--- config.mk ---
export PLATFORM = sky130hd
export DESIGN_NAME = ppsc_top
export DESIGN_NICKNAME = d
export VERILOG_FILES = /design/src/rtl/ppsc_pkg.sv /design/src/rtl/ppsc_top.sv /design/src/rtl/ppsc_sticky_bit.sv /design/src/rtl/ppsc_read_mux.sv
export SDC_FILE = /design/constraint.sdc
export NUM_CORES = 1
export LEC_CHECK = 0
export BUFFER_PORTS_ARGS = -buffer_cell sky130_fd_sc_hd__buf_2
export CAP_MARGIN = 15
export CORE_MARGIN = 2
export CORE_UTILIZATION = 40
export CTS_BUF_LIST = sky130_fd_sc_hd__clkbuf_4 sky130_fd_sc_hd__clkbuf_8
export CTS_CLUSTER_DIAMETER = 30
export DETAILED_ROUTE_END_ITERATION = 8
export GPL_ROUTABILITY_DRIVEN = 1
export MAX_ROUTING_LAYER = met4
export PLACE_DENSITY = 0.88
export SLEW_MARGIN = 20
export SYNTH_ARGS = -nofsm -noshare
export SYNTH_HDL_FRONTEND = slang
export SYNTH_SLANG_ARGS = --single-unit
--- constraint.sdc ---
create_clock -name core_clk -period 2.59 [get_ports core_clk]
set_clock_uncertainty 0.2 [all_clocks]
set_input_delay 0.259 -clock core_clk [delete_from_list [all_inputs] [get_ports core_clk]]
set_output_delay 0.259 -clock core_clk [all_outputs]
set_load 0.02 [all_outputs]
--- src/rtl/ppsc_pkg.sv ---
/*
  package for the power-state control block: register offsets, field
  positions, reset values, power state and event encodings.
  assumes a plain strobe register port and one clock domain.
*/
package ppsc_pkg;

  // register offsets, low address bits are significant
  localparam logic [3:0] PPSC_OFF_PWR_CTRL_STAT  = 4'h4;  // control/status, two bytes
  localparam logic [3:0] PPSC_OFF_BRIDGE_SUPPORT = 4'h6;  // bridge extension byte
  localparam logic [3:0] PPSC_OFF_IRQ_STATUS     = 4'h8;  // sticky event bits
  localparam logic [3:0] PPSC_OFF_IRQ_MASK       = 4'hc;  // event enables

  // control/status field positions
  localparam int PPSC_POS_WAKE_STATUS = 15;
  localparam int PPSC_POS_SCALE_LO    = 13;
  localparam int PPSC_POS_SELECT_LO   = 9;
  localparam int PPSC_POS_WAKE_ENABLE = 8;
  localparam int PPSC_POS_STATE_LO    = 0;

  // bridge extension field positions
  localparam int PPSC_POS_BUS_POWER_CLOCK_CTRL_ENABLE     = 7;
  localparam int PPSC_POS_D3_BUS_SEL  = 6;

  // reset values
  localparam logic [1:0] PPSC_RST_STATE    = 2'h0;
  localparam logic [3:0] PPSC_RST_SELECT   = 4'h0;
  localparam logic [1:0] PPSC_RST_SCALE    = 2'h0;
  localparam logic [7:0] PPSC_RST_BRIDGE   = 8'h00;
  localparam logic [2:0] PPSC_RST_IRQ      = 3'h0;

  // interrupt status bit positions
  localparam int PPSC_IRQ_WAKE    = 0;  // wake event seen
  localparam int PPSC_IRQ_STATE   = 1;  // power state changed
  localparam int PPSC_IRQ_REJECT  = 2;  // unsupported state write refused
  localparam int PPSC_IRQ_W       = 3;

  // power state encoding
  typedef enum logic [1:0] {
    PPSC_D0     = 2'h0,
    PPSC_D1     = 2'h1,
    PPSC_D2     = 2'h2,
    PPSC_D3HOT  = 2'h3
  } ppsc_pstate_e;

  // register port request
  typedef struct packed {
    logic        wr;
    logic        rd;
    logic [3:0]  addr;
    logic [15:0] wdata;
  } ppsc_req_s;

  // secondary bus control derived from state
  typedef struct packed {
    logic clk_stop;
    logic pwr_off;
  } ppsc_bus_s;

endpackage : ppsc_pkg

--- src/rtl/ppsc_top.sv ---
/*
  power-management control/status register bank for one function:
  power state field, wake status and enable, data select and scale,
  bridge extension byte, wake output and an event interrupt.
  assumes a single 250 mhz clock, synchronous inputs and a strobe master
  that never needs to wait.
*/
// Overview of operation
// - wake status sets on every wake event
// - writing one clears wake status
// - wake bits zero, or sticky if supported
// - wake output only while enable set
// - data scale read-only, zero when absent
// - data select reads zero when absent
// - power state encodes d0 to d3hot
// - unsupported state write is discarded
// - two-byte register resets to d0
// - read-only bridge extension byte, reset zero
// - bus control off ignores state field
`timescale 1ns/100ps
module ppsc_top #(
  parameter bit         WAKE_FROM_D3COLD = 1'b1,  // sticky wake bits
  parameter bit         D1_SUPPORTED     = 1'b1,  // d1 accepted
  parameter bit         D2_SUPPORTED     = 1'b1,  // d2 accepted
  parameter bit         DATA_IMPL        = 1'b0,  // data register present
  parameter logic [7:0] BRIDGE_VALUE     = 8'h00  // fixed bridge byte
) (
  // clock and reset
  input  wire logic                core_clk,
  input  wire logic                arst_n,
  input  wire logic                func_rst_n,
  // register port
  input  wire ppsc_pkg::ppsc_req_s req,
  output logic              [31:0] rdata,
  // function side
  input  wire logic                wake_event,
  output logic               [1:0] power_state,
  output ppsc_pkg::ppsc_bus_s      sec_bus,
  output logic                     wake_out_n,
  output logic                     irq
);
  import ppsc_pkg::*;

  // ----------------------------------------------------------------
  // state
  // ----------------------------------------------------------------
  localparam int IRQ_W_T = PPSC_IRQ_W;  // one status bit per event source
  logic [1:0]          pstate;         // current power state
  logic [3:0]          data_select;    // data select field
  logic                wake_status;    // wake event status
  logic                wake_enable;    // wake event enable
  logic [IRQ_W_T-1:0]  irq_status;     // sticky events
  logic [IRQ_W_T-1:0]  irq_mask;       // event enables
  logic [31:0]         rdata_c;        // combinational read word
  logic [15:0]         ctrl_img;       // control/status image
  logic [7:0]          bridge_img;     // bridge extension image

  // ----------------------------------------------------------------
  // decode
  // ----------------------------------------------------------------
  // is the access aimed at the given offset
  function automatic logic hit(input logic [3:0] a, input logic [3:0] off);
    hit = (a == off);
  endfunction : hit

  // is a requested state one the function accepts
  function automatic logic state_ok(input logic [1:0] s);
    case (s)
      PPSC_D1: state_ok = D1_SUPPORTED;
      PPSC_D2: state_ok = D2_SUPPORTED;
      default: state_ok = 1'b1;
    endcase
  endfunction : state_ok

  logic wr_cs;   // write to control/status
  logic rd_irq;  // read of interrupt status
  logic [1:0] wr_state;
  logic state_accept;

  assign wr_cs        = req.wr && hit(req.addr, PPSC_OFF_PWR_CTRL_STAT);
  assign rd_irq       = req.rd && hit(req.addr, PPSC_OFF_IRQ_STATUS);
  assign wr_state     = req.wdata[PPSC_POS_STATE_LO +: 2];
  assign state_accept = wr_cs && state_ok(wr_state);

  // ----------------------------------------------------------------
  // wake flags
  // ----------------------------------------------------------------
  // status sets on every event whatever the enable; write one clears
  ppsc_sticky_bit #(
    .STICKY (WAKE_FROM_D3COLD)
  ) u_wake_status (
    .core_clk   (core_clk),
    .arst_n     (arst_n),
    .func_rst_n (func_rst_n),
    .set        (wake_event),
    .clr        (wr_cs && req.wdata[PPSC_POS_WAKE_STATUS]),
    .wr_en      (1'b0),
    .wr_val     (1'b0),
    .q          (wake_status)
  );

  // enable is a plain read/write bit, sticky on the same terms
  ppsc_sticky_bit #(
    .STICKY (WAKE_FROM_D3COLD)
  ) u_wake_enable (
    .core_clk   (core_clk),
    .arst_n     (arst_n),
    .func_rst_n (func_rst_n),
    .set        (1'b0),
    .clr        (1'b0),
    .wr_en      (wr_cs),
    .wr_val     (req.wdata[PPSC_POS_WAKE_ENABLE]),
    .q          (wake_enable)
  );

  // ----------------------------------------------------------------
  // control fields
  // ----------------------------------------------------------------
  logic [1:0] next_pstate;
  logic [3:0] next_data_select;

  // next state and select; reserved bits are not stored
  always_comb begin
    next_pstate      = pstate;
    next_data_select = data_select;
    if (state_accept) begin
      next_pstate = wr_state;
    end
    if (wr_cs && DATA_IMPL) begin
      next_data_select = req.wdata[PPSC_POS_SELECT_LO +: 4];
    end
    if (!func_rst_n) begin
      next_pstate      = PPSC_RST_STATE;
      next_data_select = PPSC_RST_SELECT;
    end
  end

  // register only
  always_ff @(posedge core_clk or negedge arst_n) begin
    if (!arst_n) begin
      pstate      <= PPSC_RST_STATE;
      data_select <= PPSC_RST_SELECT;
    end else begin
      pstate      <= next_pstate;
      data_select <= next_data_select;
    end
  end

  // ----------------------------------------------------------------
  // register images
  // ----------------------------------------------------------------
  // scale is fixed zero without the data register; select forced zero too
  always_comb begin
    ctrl_img = 16'h0000;
    ctrl_img[PPSC_POS_WAKE_STATUS]     = wake_status;
    ctrl_img[PPSC_POS_SCALE_LO +: 2]   = PPSC_RST_SCALE;
    ctrl_img[PPSC_POS_SELECT_LO +: 4]  = DATA_IMPL ? data_select : 4'h0;
    ctrl_img[PPSC_POS_WAKE_ENABLE]     = wake_enable;
    ctrl_img[PPSC_POS_STATE_LO +: 2]   = pstate;
  end

  assign bridge_img = BRIDGE_VALUE;

  ppsc_read_mux u_read_mux (
    .addr       (req.addr),
    .ctrl_stat  (ctrl_img),
    .bridge     (bridge_img),
    .irq_status (irq_status),
    .irq_mask   (irq_mask),
    .rdata      (rdata_c)
  );

  // ----------------------------------------------------------------
  // interrupt events
  // ----------------------------------------------------------------
  logic [IRQ_W_T-1:0] evt;
  logic [IRQ_W_T-1:0] next_irq_status;
  logic [IRQ_W_T-1:0] next_irq_mask;

  // events: wake seen, state changed, state write refused
  always_comb begin
    evt = '0;
    evt[PPSC_IRQ_WAKE]   = wake_event;
    evt[PPSC_IRQ_STATE]  = state_accept && (wr_state != pstate);
    evt[PPSC_IRQ_REJECT] = wr_cs && !state_ok(wr_state);
  end

  // read clears, a new event in the same cycle survives
  always_comb begin
    next_irq_status = (rd_irq ? '0 : irq_status) | evt;
    next_irq_mask   = irq_mask;
    if (req.wr && hit(req.addr, PPSC_OFF_IRQ_MASK)) begin
      next_irq_mask = req.wdata[IRQ_W_T-1:0];
    end
  end

  // ----------------------------------------------------------------
  // outputs
  // ----------------------------------------------------------------
  logic       next_wake_out_n;
  ppsc_bus_s  next_sec_bus;

  // wake pin low only while status and enable; bus control gated by enable bit
  always_comb begin
    next_wake_out_n = !(wake_status && wake_enable);
    next_sec_bus    = '0;
    if (bridge_img[PPSC_POS_BUS_POWER_CLOCK_CTRL_ENABLE]) begin
      case (next_pstate)
        PPSC_D2:    next_sec_bus.clk_stop = 1'b1;
        PPSC_D3HOT: begin
          next_sec_bus.clk_stop = 1'b1;
          next_sec_bus.pwr_off  = !bridge_img[PPSC_POS_D3_BUS_SEL];
        end
        default:    next_sec_bus = '0;
      endcase
    end
  end

  // register outputs and interrupt state
  always_ff @(posedge core_clk or negedge arst_n) begin
    if (!arst_n) begin
      rdata       <= 32'h00000000;
      power_state <= PPSC_RST_STATE;
      sec_bus     <= '0;
      wake_out_n  <= 1'b1;
      irq         <= 1'b0;
      irq_status  <= PPSC_RST_IRQ;
      irq_mask    <= PPSC_RST_IRQ;
    end else begin
      rdata       <= req.rd ? rdata_c : 32'h00000000;
      power_state <= next_pstate;
      sec_bus     <= next_sec_bus;
      wake_out_n  <= next_wake_out_n;
      irq         <= |(next_irq_status & next_irq_mask);
      irq_status  <= next_irq_status;
      irq_mask    <= next_irq_mask;
    end
  end

  // ----------------------------------------------------------------
  // checks
  // ----------------------------------------------------------------
  property p_wake_set;
    @(posedge core_clk) disable iff (!arst_n)
      (wake_event && (func_rst_n || WAKE_FROM_D3COLD)) |=> wake_status;
  endproperty
  a_wake_set: assert property (p_wake_set) else $error("wake status not set");

  property p_wake_clr;
    @(posedge core_clk) disable iff (!arst_n)
      (wr_cs && req.wdata[PPSC_POS_WAKE_STATUS] && !wake_event) |=> !wake_status;
  endproperty
  a_wake_clr: assert property (p_wake_clr) else $error("wake status not cleared");

  property p_wake_keep;
    @(posedge core_clk) disable iff (!arst_n)
      (wake_status && !(wr_cs && req.wdata[PPSC_POS_WAKE_STATUS]) && (func_rst_n || WAKE_FROM_D3COLD))
      |=> wake_status;
  endproperty
  a_wake_keep: assert property (p_wake_keep) else $error("wake status lost");

  property p_pin_gate;
    @(posedge core_clk) disable iff (!arst_n) !wake_enable |=> wake_out_n;
  endproperty
  a_pin_gate: assert property (p_pin_gate) else $error("wake pin without enable");

  property p_pin_drive;
    @(posedge core_clk) disable iff (!arst_n)
      (wake_status && wake_enable) |=> !wake_out_n;
  endproperty
  a_pin_drive: assert property (p_pin_drive) else $error("wake pin not driven");

  property p_scale_zero;
    @(posedge core_clk) disable iff (!arst_n)
      (req.rd && hit(req.addr, PPSC_OFF_PWR_CTRL_STAT)) |=> (rdata[14:13] == 2'h0);
  endproperty
  a_scale_zero: assert property (p_scale_zero) else $error("data scale nonzero");

  property p_select_zero;
    @(posedge core_clk) disable iff (!arst_n)
      (req.rd && hit(req.addr, PPSC_OFF_PWR_CTRL_STAT) && !DATA_IMPL) |=> (rdata[12:9] == 4'h0);
  endproperty
  a_select_zero: assert property (p_select_zero) else $error("data select nonzero");

  property p_state_take;
    @(posedge core_clk) disable iff (!arst_n)
      (state_accept && func_rst_n) |=> (pstate == $past(wr_state)) && (power_state == pstate);
  endproperty
  a_state_take: assert property (p_state_take) else $error("power state not taken");

  property p_state_reject;
    @(posedge core_clk) disable iff (!arst_n)
      (wr_cs && !state_ok(wr_state) && func_rst_n) |=> $stable(pstate);
  endproperty
  a_state_reject: assert property (p_state_reject) else $error("bad state accepted");

  property p_bridge_ro;
    @(posedge core_clk) disable iff (!arst_n)
      (req.rd && hit(req.addr, PPSC_OFF_BRIDGE_SUPPORT)) |=> (rdata == {24'h000000, BRIDGE_VALUE});
  endproperty
  a_bridge_ro: assert property (p_bridge_ro) else $error("bridge byte changed");

  property p_bus_off;
    @(posedge core_clk) disable iff (!arst_n)
      !bridge_img[PPSC_POS_BUS_POWER_CLOCK_CTRL_ENABLE] |=> (sec_bus == '0);
  endproperty
  a_bus_off: assert property (p_bus_off) else $error("bus control while disabled");

  // ----------------------------------------------------------------
  // interrupt and function reset checks
  // ----------------------------------------------------------------
  property p_irq_wake;
    @(posedge core_clk) disable iff (!arst_n) wake_event |=> irq_status[PPSC_IRQ_WAKE];
  endproperty
  a_irq_wake: assert property (p_irq_wake) else $error("wake event not recorded");

  property p_irq_reject;
    @(posedge core_clk) disable iff (!arst_n)
      (wr_cs && !state_ok(wr_state)) |=> irq_status[PPSC_IRQ_REJECT];
  endproperty
  a_irq_reject: assert property (p_irq_reject) else $error("refused state write not recorded");

  property p_irq_clear;
    @(posedge core_clk) disable iff (!arst_n)
      (rd_irq && (evt == '0)) |=> (irq_status == '0);
  endproperty
  a_irq_clear: assert property (p_irq_clear) else $error("status read did not clear");

  property p_irq_level;
    @(posedge core_clk) disable iff (!arst_n) irq == |(irq_status & irq_mask);
  endproperty
  a_irq_level: assert property (p_irq_level) else $error("interrupt level wrong");

  property p_func_reset;
    @(posedge core_clk) disable iff (!arst_n)
      !func_rst_n |=> (pstate == PPSC_RST_STATE) && (power_state == PPSC_RST_STATE);
  endproperty
  a_func_reset: assert property (p_func_reset) else $error("function reset left power state");

  c_wake_pin:  cover property (@(posedge core_clk) disable iff (!arst_n) !wake_out_n ##1 wake_out_n);
  c_to_d3:     cover property (@(posedge core_clk) disable iff (!arst_n) power_state == PPSC_D3HOT);
  c_reject:    cover property (@(posedge core_clk) disable iff (!arst_n) evt[PPSC_IRQ_REJECT]);
  c_irq:       cover property (@(posedge core_clk) disable iff (!arst_n) irq);
  c_func_rst:  cover property (@(posedge core_clk) disable iff (!arst_n) !func_rst_n ##1 func_rst_n);

endmodule : ppsc_top

--- src/rtl/ppsc_sticky_bit.sv ---
/*
  one wake-path flag that can be sticky across function resets.
  assumes the set input is a one-cycle or level event and the clear is a
  one-cycle software write; set wins over clear.
*/
`timescale 1ns/100ps
module ppsc_sticky_bit #(
  parameter bit STICKY = 1'b0
) (
  // clock and resets
  input  wire logic core_clk,
  input  wire logic arst_n,
  input  wire logic func_rst_n,
  // control
  input  wire logic set,
  input  wire logic clr,
  input  wire logic wr_en,
  input  wire logic wr_val,
  // state
  output logic      q
);

  logic next_q;  // next flag value

  // next value: set beats clear, write loads
  always_comb begin
    next_q = q;
    if (wr_en) begin
      next_q = wr_val;
    end
    if (clr) begin
      next_q = 1'b0;
    end
    if (set) begin
      next_q = 1'b1;
    end
    if (!STICKY && !func_rst_n) begin
      next_q = 1'b0;  // non-sticky bits follow the function reset
    end
  end

  // register only
  always_ff @(posedge core_clk or negedge arst_n) begin
    if (!arst_n) begin
      q <= 1'b0;
    end else begin
      q <= next_q;
    end
  end

endmodule : ppsc_sticky_bit

--- src/rtl/ppsc_read_mux.sv ---
/*
  read data selection for the power-state control registers.
  assumes all inputs are registered state; output is combinational.
*/
`timescale 1ns/100ps
module ppsc_read_mux (
  // address
  input  wire logic [3:0]  addr,
  // register images
  input  wire logic [15:0] ctrl_stat,
  input  wire logic [7:0]  bridge,
  input  wire logic [2:0]  irq_status,
  input  wire logic [2:0]  irq_mask,
  // result
  output logic      [31:0] rdata
);
  import ppsc_pkg::*;

  // pick the word, unmapped reads zero
  always_comb begin
    case (addr)
      PPSC_OFF_PWR_CTRL_STAT:  rdata = {16'h0000, ctrl_stat};
      PPSC_OFF_BRIDGE_SUPPORT: rdata = {24'h000000, bridge};
      PPSC_OFF_IRQ_STATUS:     rdata = {29'h0, irq_status};
      PPSC_OFF_IRQ_MASK:       rdata = {29'h0, irq_mask};
      default:                 rdata = 32'h00000000;
    endcase
  end

endmodule : ppsc_read_mux

Word-level counts from Yosys, hierarchy flattened
Index checks and enable logic that the tools add are counted.

word-level totals
  bits in registers = 44
  latch bits = 0
  bits in writable memories = 0
  memory bits (read-only) = 0
  output and inout port bits = 38
  logic and storage cells = 32
  memories = 0

cells by class
  add/sub/neg operators = 0
  multipliers = 0
  divide/modulo/power cells = 0
  magnitude comparators = 0
  eq/ne operators = 5
  shifts and indexed selects = 0
  muxes and demuxes = 8
  bitwise operators = 2
  reduce and logical (&&, ||, !) cells = 9

operators with widths
  operator              count
  $pmux W16 S3          1
  $mux W32              1
  $eq A4 B4 Y1 const B  2
  $logic_and A1 B1 Y1   6
  $mux W3               2
  $eq A4 B3 Y1 const B  1
  $mux W2               2
  $and A3 B3 Y3         1
  $or A3 B2 Y3          1
  $reduce_or A3 Y1      1
  $mux W1               2
  $ne A2 B1 Y1 const B  1
  $ne A2 B2 Y1          1
  $reduce_bool A2 Y1    1
  $logic_not A1 Y1      1

Logic depth before layout (Yosys ltp)
Gate-level depths: netlist of the first run.

  depth after elaboration = 6
  depth in mapped cells = 5

Cells and area by module
Synthesis of the first run repeated with hierarchy kept, for this count alone.

unflattened totals
  cells, all modules = 163
  area, all modules = 1,961.9 sq um

modules (own cells, without submodules)
  module           times used  cells each  area each (sq um)
  ppsc_top         1           108         1,495.2
  ppsc_read_mux    1           49          381.6
  ppsc_sticky_bit  2           3           42.5

Worst setup path before layout of the first run
No wires, ideal clock.

  path type = input to register
  start point = input req[19] (netlist name)
  end point = register u_wake_enable.q
  arrival = 1,094 ps
  required time = 2,265 ps
  path slack = 1,171 ps
  stages on the path = 4
  path through = buf_2 -> and2b_2 -> nand2_2 -> mux2_2

between the ends
  longest elaborated chain between the ends = 2

RTL lines
  what                  line                   RTL
  from (decl)           ppsc_top.sv:33         input wire ppsc_pkg::ppsc_req_s req,
  $eq A4 B3 Y1          ppsc_top.sv:63         hit = (a == off);
  $logic_and A1 B1 Y1   ppsc_top.sv:80         assign wr_cs = req.wr && hit(req.addr, PPSC_OFF_PWR_CTRL_STAT);
  to (signal assigned)  ppsc_sticky_bit.sv:47  q <= next_q;
  to (decl)             ppsc_sticky_bit.sv:20  output logic q

Every way passes these cells.
A chain may end at the register's enable or synchronous reset.

Final worst setup path of the first run
  start point = register wake_out_n
  end point = output wake_out_n

RTL lines
  what                    line             RTL
  from (decl)             ppsc_top.sv:39   output logic wake_out_n,
  from (signal assigned)  ppsc_top.sv:233  wake_out_n <= next_wake_out_n;

No word-level cell between the ends.

==> results of run 1 <==
## stage by stage
stage / utilization [%] / hold slack, ns / power [W]
after detailed placement: 42.4 / -0.000435 / 0.000462
after global routing: 44.9 / 0.0139 / 0.000640
after CTS: 44.9 / 0.0103 / 0.000615
after floorplan: - / -0.237 / 0.000454
after global placement: 42.4 / -0.0138 / 0.000455
final: 44.9 / 0.0118 / 0.000611
## kinds of logic after synthesis
| family | count (synthesis) |
|---|---|
| AO/OA/AOI/OAI | 8 |
| XOR/XNOR | 2 |
| buffers and inverters | 36 |
| flip-flops | 17 |
| multiplexers | 8 |
| other | 1 |
| AND/OR/NAND/NOR | 24 |
## metal layers
| metal | global-route usage [%] | share of wire [%] |
|---|---|---|
| met4 | 5.00 | 1.6 |
| met3 | 1.67 | 7.9 |
| met2 | 22.0 | 54 |
| met5 | - | 0 |
| met1 | 10.7 | 37 |
## layout make-up
cell class	instances	area, µm²	area share (%)
multi-input combinational	71	433	39.7
tap	30	37.5	3.44
clock buffer	4	30.0	2.75
timing repair buffer	26	145	13.3
sequential	17	427	39.1
inverter	5	18.8	1.72
## registers in the layout (all words and copies together) (netlist names)
signal and count:
rdata 5, irq_status 3, u_wake_enable.q 1, u_wake_status.q 1
irq 1, wake_out_n 1, irq_mask 3, power_state 2
## placed cells by master (no fill, tap or decap), types with 2 or more instances in the layout
cell            n
mux2_2          3
a22oi_1         2
xor2_1          2
dlygate4sd3_1   3
conb_1         29
inv_1           5
buf_2          23
nor2_1          7
and3_1          2
a31oi_1         2
clkbuf_4        4
nand2_1         4
nor2b_1         2
dfrtp_1        16
mux2i_1         5
## power by group
| part | switching (W) | internal (W) |
|---|---|---|
| registers | 0.0000134 | 0.000296 |
| logic | 0.0000997 | 0.0000507 |
| clock network | 0.0000803 | 0.0000704 |
| total | 0.000193 | 0.000418 |
## final timing paths
path / from / to / cells past startpoint
setup / recovery: wake_out_n / wake_out_n / 1
hold / removal: req[8] / u_wake_enable.q / 2
setup reg to reg: power_state[0] / irq / 4
hold reg to reg: u_wake_enable.q / wake_out_n / 1
max in group asynchronous: arst_n / wake_out_n / 2
min in group asynchronous: arst_n / irq_mask[0] / 2
## timing repair
item | 4_1_cts | 5_1_grt
endpoints found under the setup margin | 0 | 0
resized for setup | 0 | 0
hold buffers | 3 | 0
endpoints found under the hold margin | 19 | 0
==> flow_results.xml, run 1 <==
<?xml version="1.0" encoding="UTF-8"?>
<metrics>
  <group name="outcome">
    <metric name="run_status" unit="">finished, final reports clean</metric>
  </group>
  <group name="synthesis">
    <metric name="netlist_area" unit="µm²">1000</metric>
    <metric name="synth.cells.most_frequent" unit="">buf_4, dfrtp_1, nor2_1, inv_1, mux2i_1</metric>
    <metric name="synth_async_sr_flop_share" unit="%">100</metric>
    <metric name="count_of_flip_flops_with_a_built_in_enable_after_synthesis" unit="">0</metric>
    <metric name="yosysSeqAreaShare" unit="%">42.6</metric>
    <metric name="synth_compound_area_share" unit="%">7.00</metric>
    <metric name="synth_cell_types" unit="">28</metric>
    <metric name="postSynthRegisterBits" unit="">17</metric>
    <metric name="yosys.area.top_type" unit="">dfrtp_1</metric>
    <metric name="synth-simple-area-share" unit="%">15.3</metric>
    <metric name="muxShareOfSynthArea" unit="%">8.38</metric>
    <metric name="ys_top_cells_by_area" unit="">dfrtp_1, buf_4, mux2i_1, mux2_2, dfstp_2</metric>
    <metric name="yosysWarningCount" unit="">0</metric>
    <metric name="main_combinational_cell_family_by_area_after_synthesis" unit="">buffers and inverters</metric>
    <metric name="synth_xor_xnor_area_share" unit="%">1.75</metric>
    <metric name="syn-instance-count" unit="">96</metric>
    <metric name="synth_ff_type" unit="">dfrtp_1</metric>
    <metric name="synthAdderAreaFrac" unit="%">0</metric>
    <metric name="synth_top_area_share" unit="%">40.0</metric>
    <metric name="yosys.cell_count.top_type" unit="">buf_4</metric>
    <metric name="syn_area_cell" unit="µm²">10.4</metric>
  </group>
  <group name="global_routing">
    <metric name="first_global_vias" unit="">541</metric>
    <metric name="wire_length_of_the_first_global_routing_pass" unit="mm">2.22</metric>
    <metric name="grt_overflow" unit="">0</metric>
    <metric name="grt_antenna_before_repair" unit="">0</metric>
    <metric name="grt_use_total" unit="%">11.2</metric>
    <metric name="grt_max_degree" unit="">18</metric>
  </group>
  <group name="drt">
    <metric name="routed_wl" unit="mm">1.64</metric>
    <metric name="drc_errors" unit="">0</metric>
    <metric name="detailedRoute.firstPassIterationCount" unit="">4</metric>
    <metric name="iter_0_drt_violations" unit="">9</metric>
    <metric name="route.vias.total" unit="">649</metric>
    <metric name="detail-route-antenna-nets" unit="">0</metric>
    <metric name="post_drt_via_cell_ratio" unit="">4.24</metric>
    <metric name="detail_route.wl_per_cell" unit="µm">10.7</metric>
  </group>
  <group name="power">
    <metric name="powerDensity" unit="nW/µm²">560</metric>
    <metric name="static-leakage-power" unit="nW">0.600</metric>
    <metric name="peakVddDrop" unit="V">0.000236</metric>
  </group>
  <group name="cts">
    <metric name="cts_root_buffer" unit="">clkbuf_4</metric>
    <metric name="cts-htree-levels" unit="">1</metric>
    <metric name="worst_setup_hold_path_clk_slew" unit="ns">0.09</metric>
    <metric name="cts_num_sinks" unit="">17</metric>
    <metric name="clk_latency" unit="ns">0.29</metric>
    <metric name="clock_tree_from_tritoncts" unit="">yes</metric>
    <metric name="max-clock-path-buffers" unit="">2</metric>
    <metric name="total_cts_buffers" unit="">3</metric>
    <metric name="cts_setup_buffers" unit="">0</metric>
  </group>
  <group name="sta">
    <metric name="fmax" unit="MHz">706</metric>
    <metric name="rsz0062_at_grt" unit="">no</metric>
    <metric name="final.setup.tns" unit="ns">0</metric>
    <metric name="setup_viol" unit="">0</metric>
    <metric name="smallest_setup_slack_after_layout" unit="ns">1.17</metric>
    <metric name="finalHoldViolations" unit="">0</metric>
    <metric name="min_period_over_period" unit="%">54.7</metric>
    <metric name="timing.final.max_slew_violations" unit="">0</metric>
    <metric name="final.min_clock_period" unit="ns">1.42</metric>
  </group>
  <group name="min_path">
    <metric name="worst_hold_path_type" unit="">in -&gt; reg</metric>
  </group>
  <group name="floorplan">
    <metric name="core_area" unit="µm²">2430</metric>
    <metric name="top_level_ports" unit="">64</metric>
    <metric name="die_w" unit="µm">54.0</metric>
    <metric name="die_area" unit="µm²">2920</metric>
    <metric name="initial_utilization" unit="%">41.2</metric>
    <metric name="die_boundary_height" unit="µm">54.0</metric>
    <metric name="core.rowCount" unit="">18</metric>
  </group>
  <group name="finish">
    <metric name="layout.cell_area.non_filler" unit="µm²">1090</metric>
    <metric name="layoutNonFillerInstCount" unit="">153</metric>
    <metric name="layout.filler_cells" unit="">229</metric>
    <metric name="syn2layout_area_growth" unit="%">9.00</metric>
    <metric name="fin_nets" unit="">150</metric>
    <metric name="layout-drive-gt1-share" unit="%">32.5</metric>
    <metric name="diodes" unit="">0</metric>
  </group>
  <group name="setup_path">
    <metric name="worstPathMaxFanout" unit="">1</metric>
    <metric name="required_time_of_the_critical_path" unit="ns">2.13</metric>
    <metric name="crit_path_top_delay_cell" unit="">dfstp_2</metric>
    <metric name="cp_data_arrival_time" unit="ns">0.96</metric>
    <metric name="critical_path.n_buffers_inverters" unit="">1</metric>
    <metric name="path_class" unit="">reg -&gt; out</metric>
    <metric name="worst_path_largest_cell_delay" unit="ns">0.52</metric>
    <metric name="r2r_setup_slack" unit="ns">1.26</metric>
    <metric name="kind_of_start_point_of_the_critical_path" unit="">flip-flop</metric>
    <metric name="cp_cell_sequence" unit="">buf_2</metric>
    <metric name="crit_family" unit="">flip-flops</metric>
    <metric name="timing.critical_path.to_type" unit="">output port</metric>
  </group>
  <group name="placed_design">
    <metric name="place_congestion" unit="">0.793</metric>
    <metric name="port_buffers" unit="">23</metric>
    <metric name="dpl.cell_count" unit="">146</metric>
    <metric name="post_dp_cell_area" unit="µm²">1030</metric>
    <metric name="worst_slack_at_placement" unit="ns">0.860</metric>
    <metric name="hpwlAfterDp" unit="mm">1.31</metric>
  </group>
  <group name="run">
    <metric name="max-cap-violations" unit="">0</metric>
  </group>
</metrics>
Note: power is estimated with default switching activity, not from simulation.
==> inputs of run 2 (changes only) <==
Settings changed: ABC_AREA from default to 1.
Clock period 2.59 ns to 1.5 ns, I/O delays scaled along.
==> flow_results.xml, run 2 <==
<?xml version="1.0" encoding="UTF-8"?>
<metrics>
  <group name="power">
    <metric name="peakVddDrop" unit="V">0.000448</metric>
    <metric name="combinational_cell_fraction_of_total_power" unit="%">24.2</metric>
    <metric name="static-leakage-power" unit="nW">0.708</metric>
    <metric name="netSwitchingFraction" unit="%">34.0</metric>
    <metric name="power_frac_clock" unit="%">24.6</metric>
    <metric name="p_int" unit="W">0.000681</metric>
    <metric name="switchingPower" unit="W">0.000351</metric>
    <metric name="sequentialPowerShare" unit="%">51.2</metric>
    <metric name="powerDensity" unit="nW/µm²">863</metric>
  </group>
  <group name="floorplan">
    <metric name="die_boundary_height" unit="µm">54.3</metric>
    <metric name="die_w" unit="µm">54.3</metric>
    <metric name="initial_utilization" unit="%">41.7</metric>
    <metric name="top_level_ports" unit="">64</metric>
    <metric name="core.rowCount" unit="">18</metric>
    <metric name="die_area" unit="µm²">2950</metric>
    <metric name="core_area" unit="µm²">2430</metric>
  </group>
  <group name="finish">
    <metric name="fin_nets" unit="">193</metric>
    <metric name="layout-drive-gt1-share" unit="%">24.7</metric>
    <metric name="most_common_cell_after_layout_fill_and_taps_aside" unit="">nand2_1</metric>
    <metric name="largest-register" unit="">rdata</metric>
    <metric name="layout.filler_cells" unit="">249</metric>
    <metric name="diodes" unit="">0</metric>
    <metric name="syn2layout_area_growth" unit="%">18.0</metric>
    <metric name="regArea" unit="µm²">427</metric>
    <metric name="multiInputGateArea" unit="µm²">415</metric>
    <metric name="mostFrequentLayoutCells" unit="">nand2_1, conb_1, buf_2, dfrtp_1, inv_1</metric>
    <metric name="layoutNonFillerInstCount" unit="">196</metric>
    <metric name="largest_register_ffs" unit="">5</metric>
    <metric name="largestRegisters" unit="">rdata: 5 flops, irq_mask: 3 flops, irq_status: 3 flops</metric>
  </group>
  <group name="global_routing">
    <metric name="wire_length_of_the_first_global_routing_pass" unit="mm">2.75</metric>
    <metric name="first_global_vias" unit="">687</metric>
    <metric name="grt_overflow" unit="">0</metric>
    <metric name="grt_max_degree" unit="">18</metric>
    <metric name="grt_use_total" unit="%">13.5</metric>
    <metric name="grt_antenna_before_repair" unit="">0</metric>
  </group>
  <group name="cts">
    <metric name="clk_latency" unit="ns">0.30</metric>
    <metric name="cts_root_buffer" unit="">clkbuf_4</metric>
    <metric name="cts-htree-levels" unit="">1</metric>
    <metric name="max-clock-path-buffers" unit="">2</metric>
    <metric name="cts_setup_buffers" unit="">0</metric>
    <metric name="total_cts_buffers" unit="">3</metric>
    <metric name="cts_num_sinks" unit="">17</metric>
    <metric name="clock_tree_from_tritoncts" unit="">yes</metric>
    <metric name="worst_setup_hold_path_clk_slew" unit="ns">0.10</metric>
  </group>
  <group name="setup_path">
    <metric name="cp_cell_sequence" unit="">dlygate4sd3_1 &gt; buf_2 &gt; inv_2 &gt; nand2_1 &gt; dlygate4sd3_1</metric>
    <metric name="crit_top_cell" unit="">dlygate4sd3_1</metric>
    <metric name="kind_of_start_point_of_the_critical_path" unit="">input pin</metric>
    <metric name="crit_path_top_delay_cell" unit="">dlygate4sd3_1</metric>
    <metric name="worstPathMaxFanout" unit="">2</metric>
    <metric name="crit_family" unit="">buffers and inverters</metric>
    <metric name="r2r-start" unit="">u_wake_status.q</metric>
    <metric name="timing.critical_path.to_type" unit="">flip-flop</metric>
    <metric name="timing.reg2reg.worst_path_depth" unit="">3</metric>
    <metric name="critical_path.n_buffers_inverters" unit="">4</metric>
    <metric name="r2r_setup_slack" unit="ns">0.12</metric>
    <metric name="cp_data_arrival_time" unit="ns">1.44</metric>
    <metric name="critical_path.reg2reg.endpoint" unit="">u_wake_status.q</metric>
    <metric name="worst_path_largest_cell_delay" unit="ns">0.55</metric>
    <metric name="required_time_of_the_critical_path" unit="ns">1.49</metric>
    <metric name="path_class" unit="">in -&gt; reg</metric>
  </group>
  <group name="run">
    <metric name="max-cap-violations" unit="">0</metric>
  </group>
  <group name="sta">
    <metric name="final.setup.tns" unit="ns">0</metric>
    <metric name="fmax" unit="MHz">690</metric>
    <metric name="final.min_clock_period" unit="ns">1.45</metric>
    <metric name="finalHoldViolations" unit="">1</metric>
    <metric name="fin_hold_ws" unit="ns">-0.00667</metric>
    <metric name="setup_viol" unit="">0</metric>
    <metric name="min_period_over_period" unit="%">96.6</metric>
    <metric name="rsz0062_at_grt" unit="">no</metric>
    <metric name="timing.final.max_slew_violations" unit="">0</metric>
  </group>
  <group name="synthesis">
    <metric name="yosysSeqAreaShare" unit="%">42.1</metric>
    <metric name="yosys.cell_count.top_type" unit="">nand2_1</metric>
    <metric name="netlist_area" unit="µm²">1010</metric>
    <metric name="count_of_flip_flops_with_a_built_in_enable_after_synthesis" unit="">0</metric>
    <metric name="syn-instance-count" unit="">129</metric>
    <metric name="yosys.area.top_type" unit="">dfrtp_1</metric>
    <metric name="synth.cells.most_frequent" unit="">nand2_1, buf_4, dfrtp_1, inv_1, nand3_1</metric>
    <metric name="synth_async_sr_flop_share" unit="%">100</metric>
    <metric name="synth_top_area_share" unit="%">39.5</metric>
    <metric name="postSynthRegisterBits" unit="">17</metric>
    <metric name="synth_cell_types" unit="">18</metric>
    <metric name="syn_area_cell" unit="µm²">7.86</metric>
    <metric name="yosysWarningCount" unit="">0</metric>
    <metric name="synth_ff_type" unit="">dfrtp_1</metric>
    <metric name="ys_top_cells_by_area" unit="">dfrtp_1, buf_4, nand2_1, inv_1, nand3_1</metric>
  </group>
  <group name="outcome">
    <metric name="violations" unit="">hold timing</metric>
    <metric name="run_status" unit="">finished, violations left</metric>
  </group>
  <group name="drt">
    <metric name="route.vias.total" unit="">817</metric>
    <metric name="iter_0_drt_violations" unit="">10</metric>
    <metric name="drc_errors" unit="">0</metric>
    <metric name="detail_route.wl_per_cell" unit="µm">9.29</metric>
    <metric name="routed_wl" unit="mm">1.82</metric>
    <metric name="detail-route-antenna-nets" unit="">0</metric>
    <metric name="detailedRoute.firstPassIterationCount" unit="">4</metric>
    <metric name="post_drt_via_cell_ratio" unit="">4.17</metric>
  </group>
  <group name="placed_design">
    <metric name="place_congestion" unit="">0.783</metric>
    <metric name="dpl.cell_count" unit="">181</metric>
    <metric name="port_buffers" unit="">23</metric>
    <metric name="hpwlAfterDp" unit="mm">1.37</metric>
  </group>
  <group name="min_path">
    <metric name="worst_hold_path_type" unit="">in -&gt; reg</metric>
    <metric name="min_delay_path_depth" unit="">4</metric>
    <metric name="hold_path_startpoint" unit="">req[18]</metric>
    <metric name="worst_hold_path.endpoint" unit="">rdata[2]</metric>
  </group>
</metrics>
==> run 2: per-stage QoR <==
step | total power, W | hold slack, ns | util [%] | setup slack [ns] | area (µm²)
3_3_place_gp | 0.000754 | -0.120 | 43.3 | 0.223 | 1050
6_report | 0.00103 | -0.00667 | 49.2 | 0.0516 | 1200
3_5_place_dp | 0.000761 | -0.117 | 43.3 | 0.181 | 1050
2_1_floorplan | 0.000751 | -0.346 | - | 0.293 | 1120
5_1_grt | 0.00108 | 0.0154 | 49.2 | 0.0200 | 1200
4_1_cts | 0.00102 | 0.00135 | 49.0 | 0.0400 | 1190
==> run 2: kinds of logic after synthesis <==
| logic type | after synthesis | share of synthesized area [%] |
|---|---|---|
| AND/OR/NAND/NOR | 61 | 27.4 |
| buffers and inverters | 46 | 27.8 |
| flip-flops | 17 | 42.1 |
| AO/OA/AOI/OAI | 4 | 2.35 |
| other | 1 | 0.370 |
==> run 2: power by group through the flow <==
stage	combinational, W	clock [W]	sequential (W)
final	0.000249	0.000254	0.000529
after global routing	0.000277	0.000270	0.000534
after CTS	0.000245	0.000248	0.000528
after detailed placement	0.000224	0	0.000537
after global placement	0.000220	0	0.000534
after floorplan	0.000197	0	0.000554
==> run 2: routing by layer <==
metal	global-route usage, %	up-vias	wire length, µm
met4	8.33	0	30
met1	14.3	374	731
met2	24.5	33	957
li1	-	407	-
met3	0.820	3	101
met5	-	-	0
==> run 2: worst max-delay path by stage <==
| stage | start | depth (start not counted) | end |
|---|---|---|---|
| 2_1_floorplan | power_state[0] | 8 | irq |
| 3_3_place_gp | req[17] | 7 | power_state[1] |
| 3_5_place_dp | req[17] | 7 | power_state[1] |
| 4_1_cts | wake_event | 5 | u_wake_status.q |
| 5_1_grt | wake_event | 5 | u_wake_status.q |
| 6_report | wake_event | 5 | u_wake_status.q |
==> run 2: worst register-to-register path, cell delays in order, from the launching register on <==
cell and delay (ns):
dfrtp_1 0.41, nand2_1 0.07, nand2_1 0.04, dlygate4sd3_1 0.55
==> run 2: repair_timing <==
action / in CTS / in global routing
endpoints found under the hold margin: 30 / 0
gates resized for setup: 0 / 2
setup endpoints to repair: 0 / 1
hold buffers: 11 / 0
==> run 2: layout make-up <==
| cell class | instances | share of cell area [%] |
|---|---|---|
| sequential | 17 | 35.7 |
| multi-input combinational | 94 | 34.7 |
| timing repair buffer | 34 | 18.8 |
| inverter | 17 | 5.33 |
| tap | 30 | 3.14 |
| clock buffer | 3 | 1.88 |
| clock inverter | 1 | 0.418 |
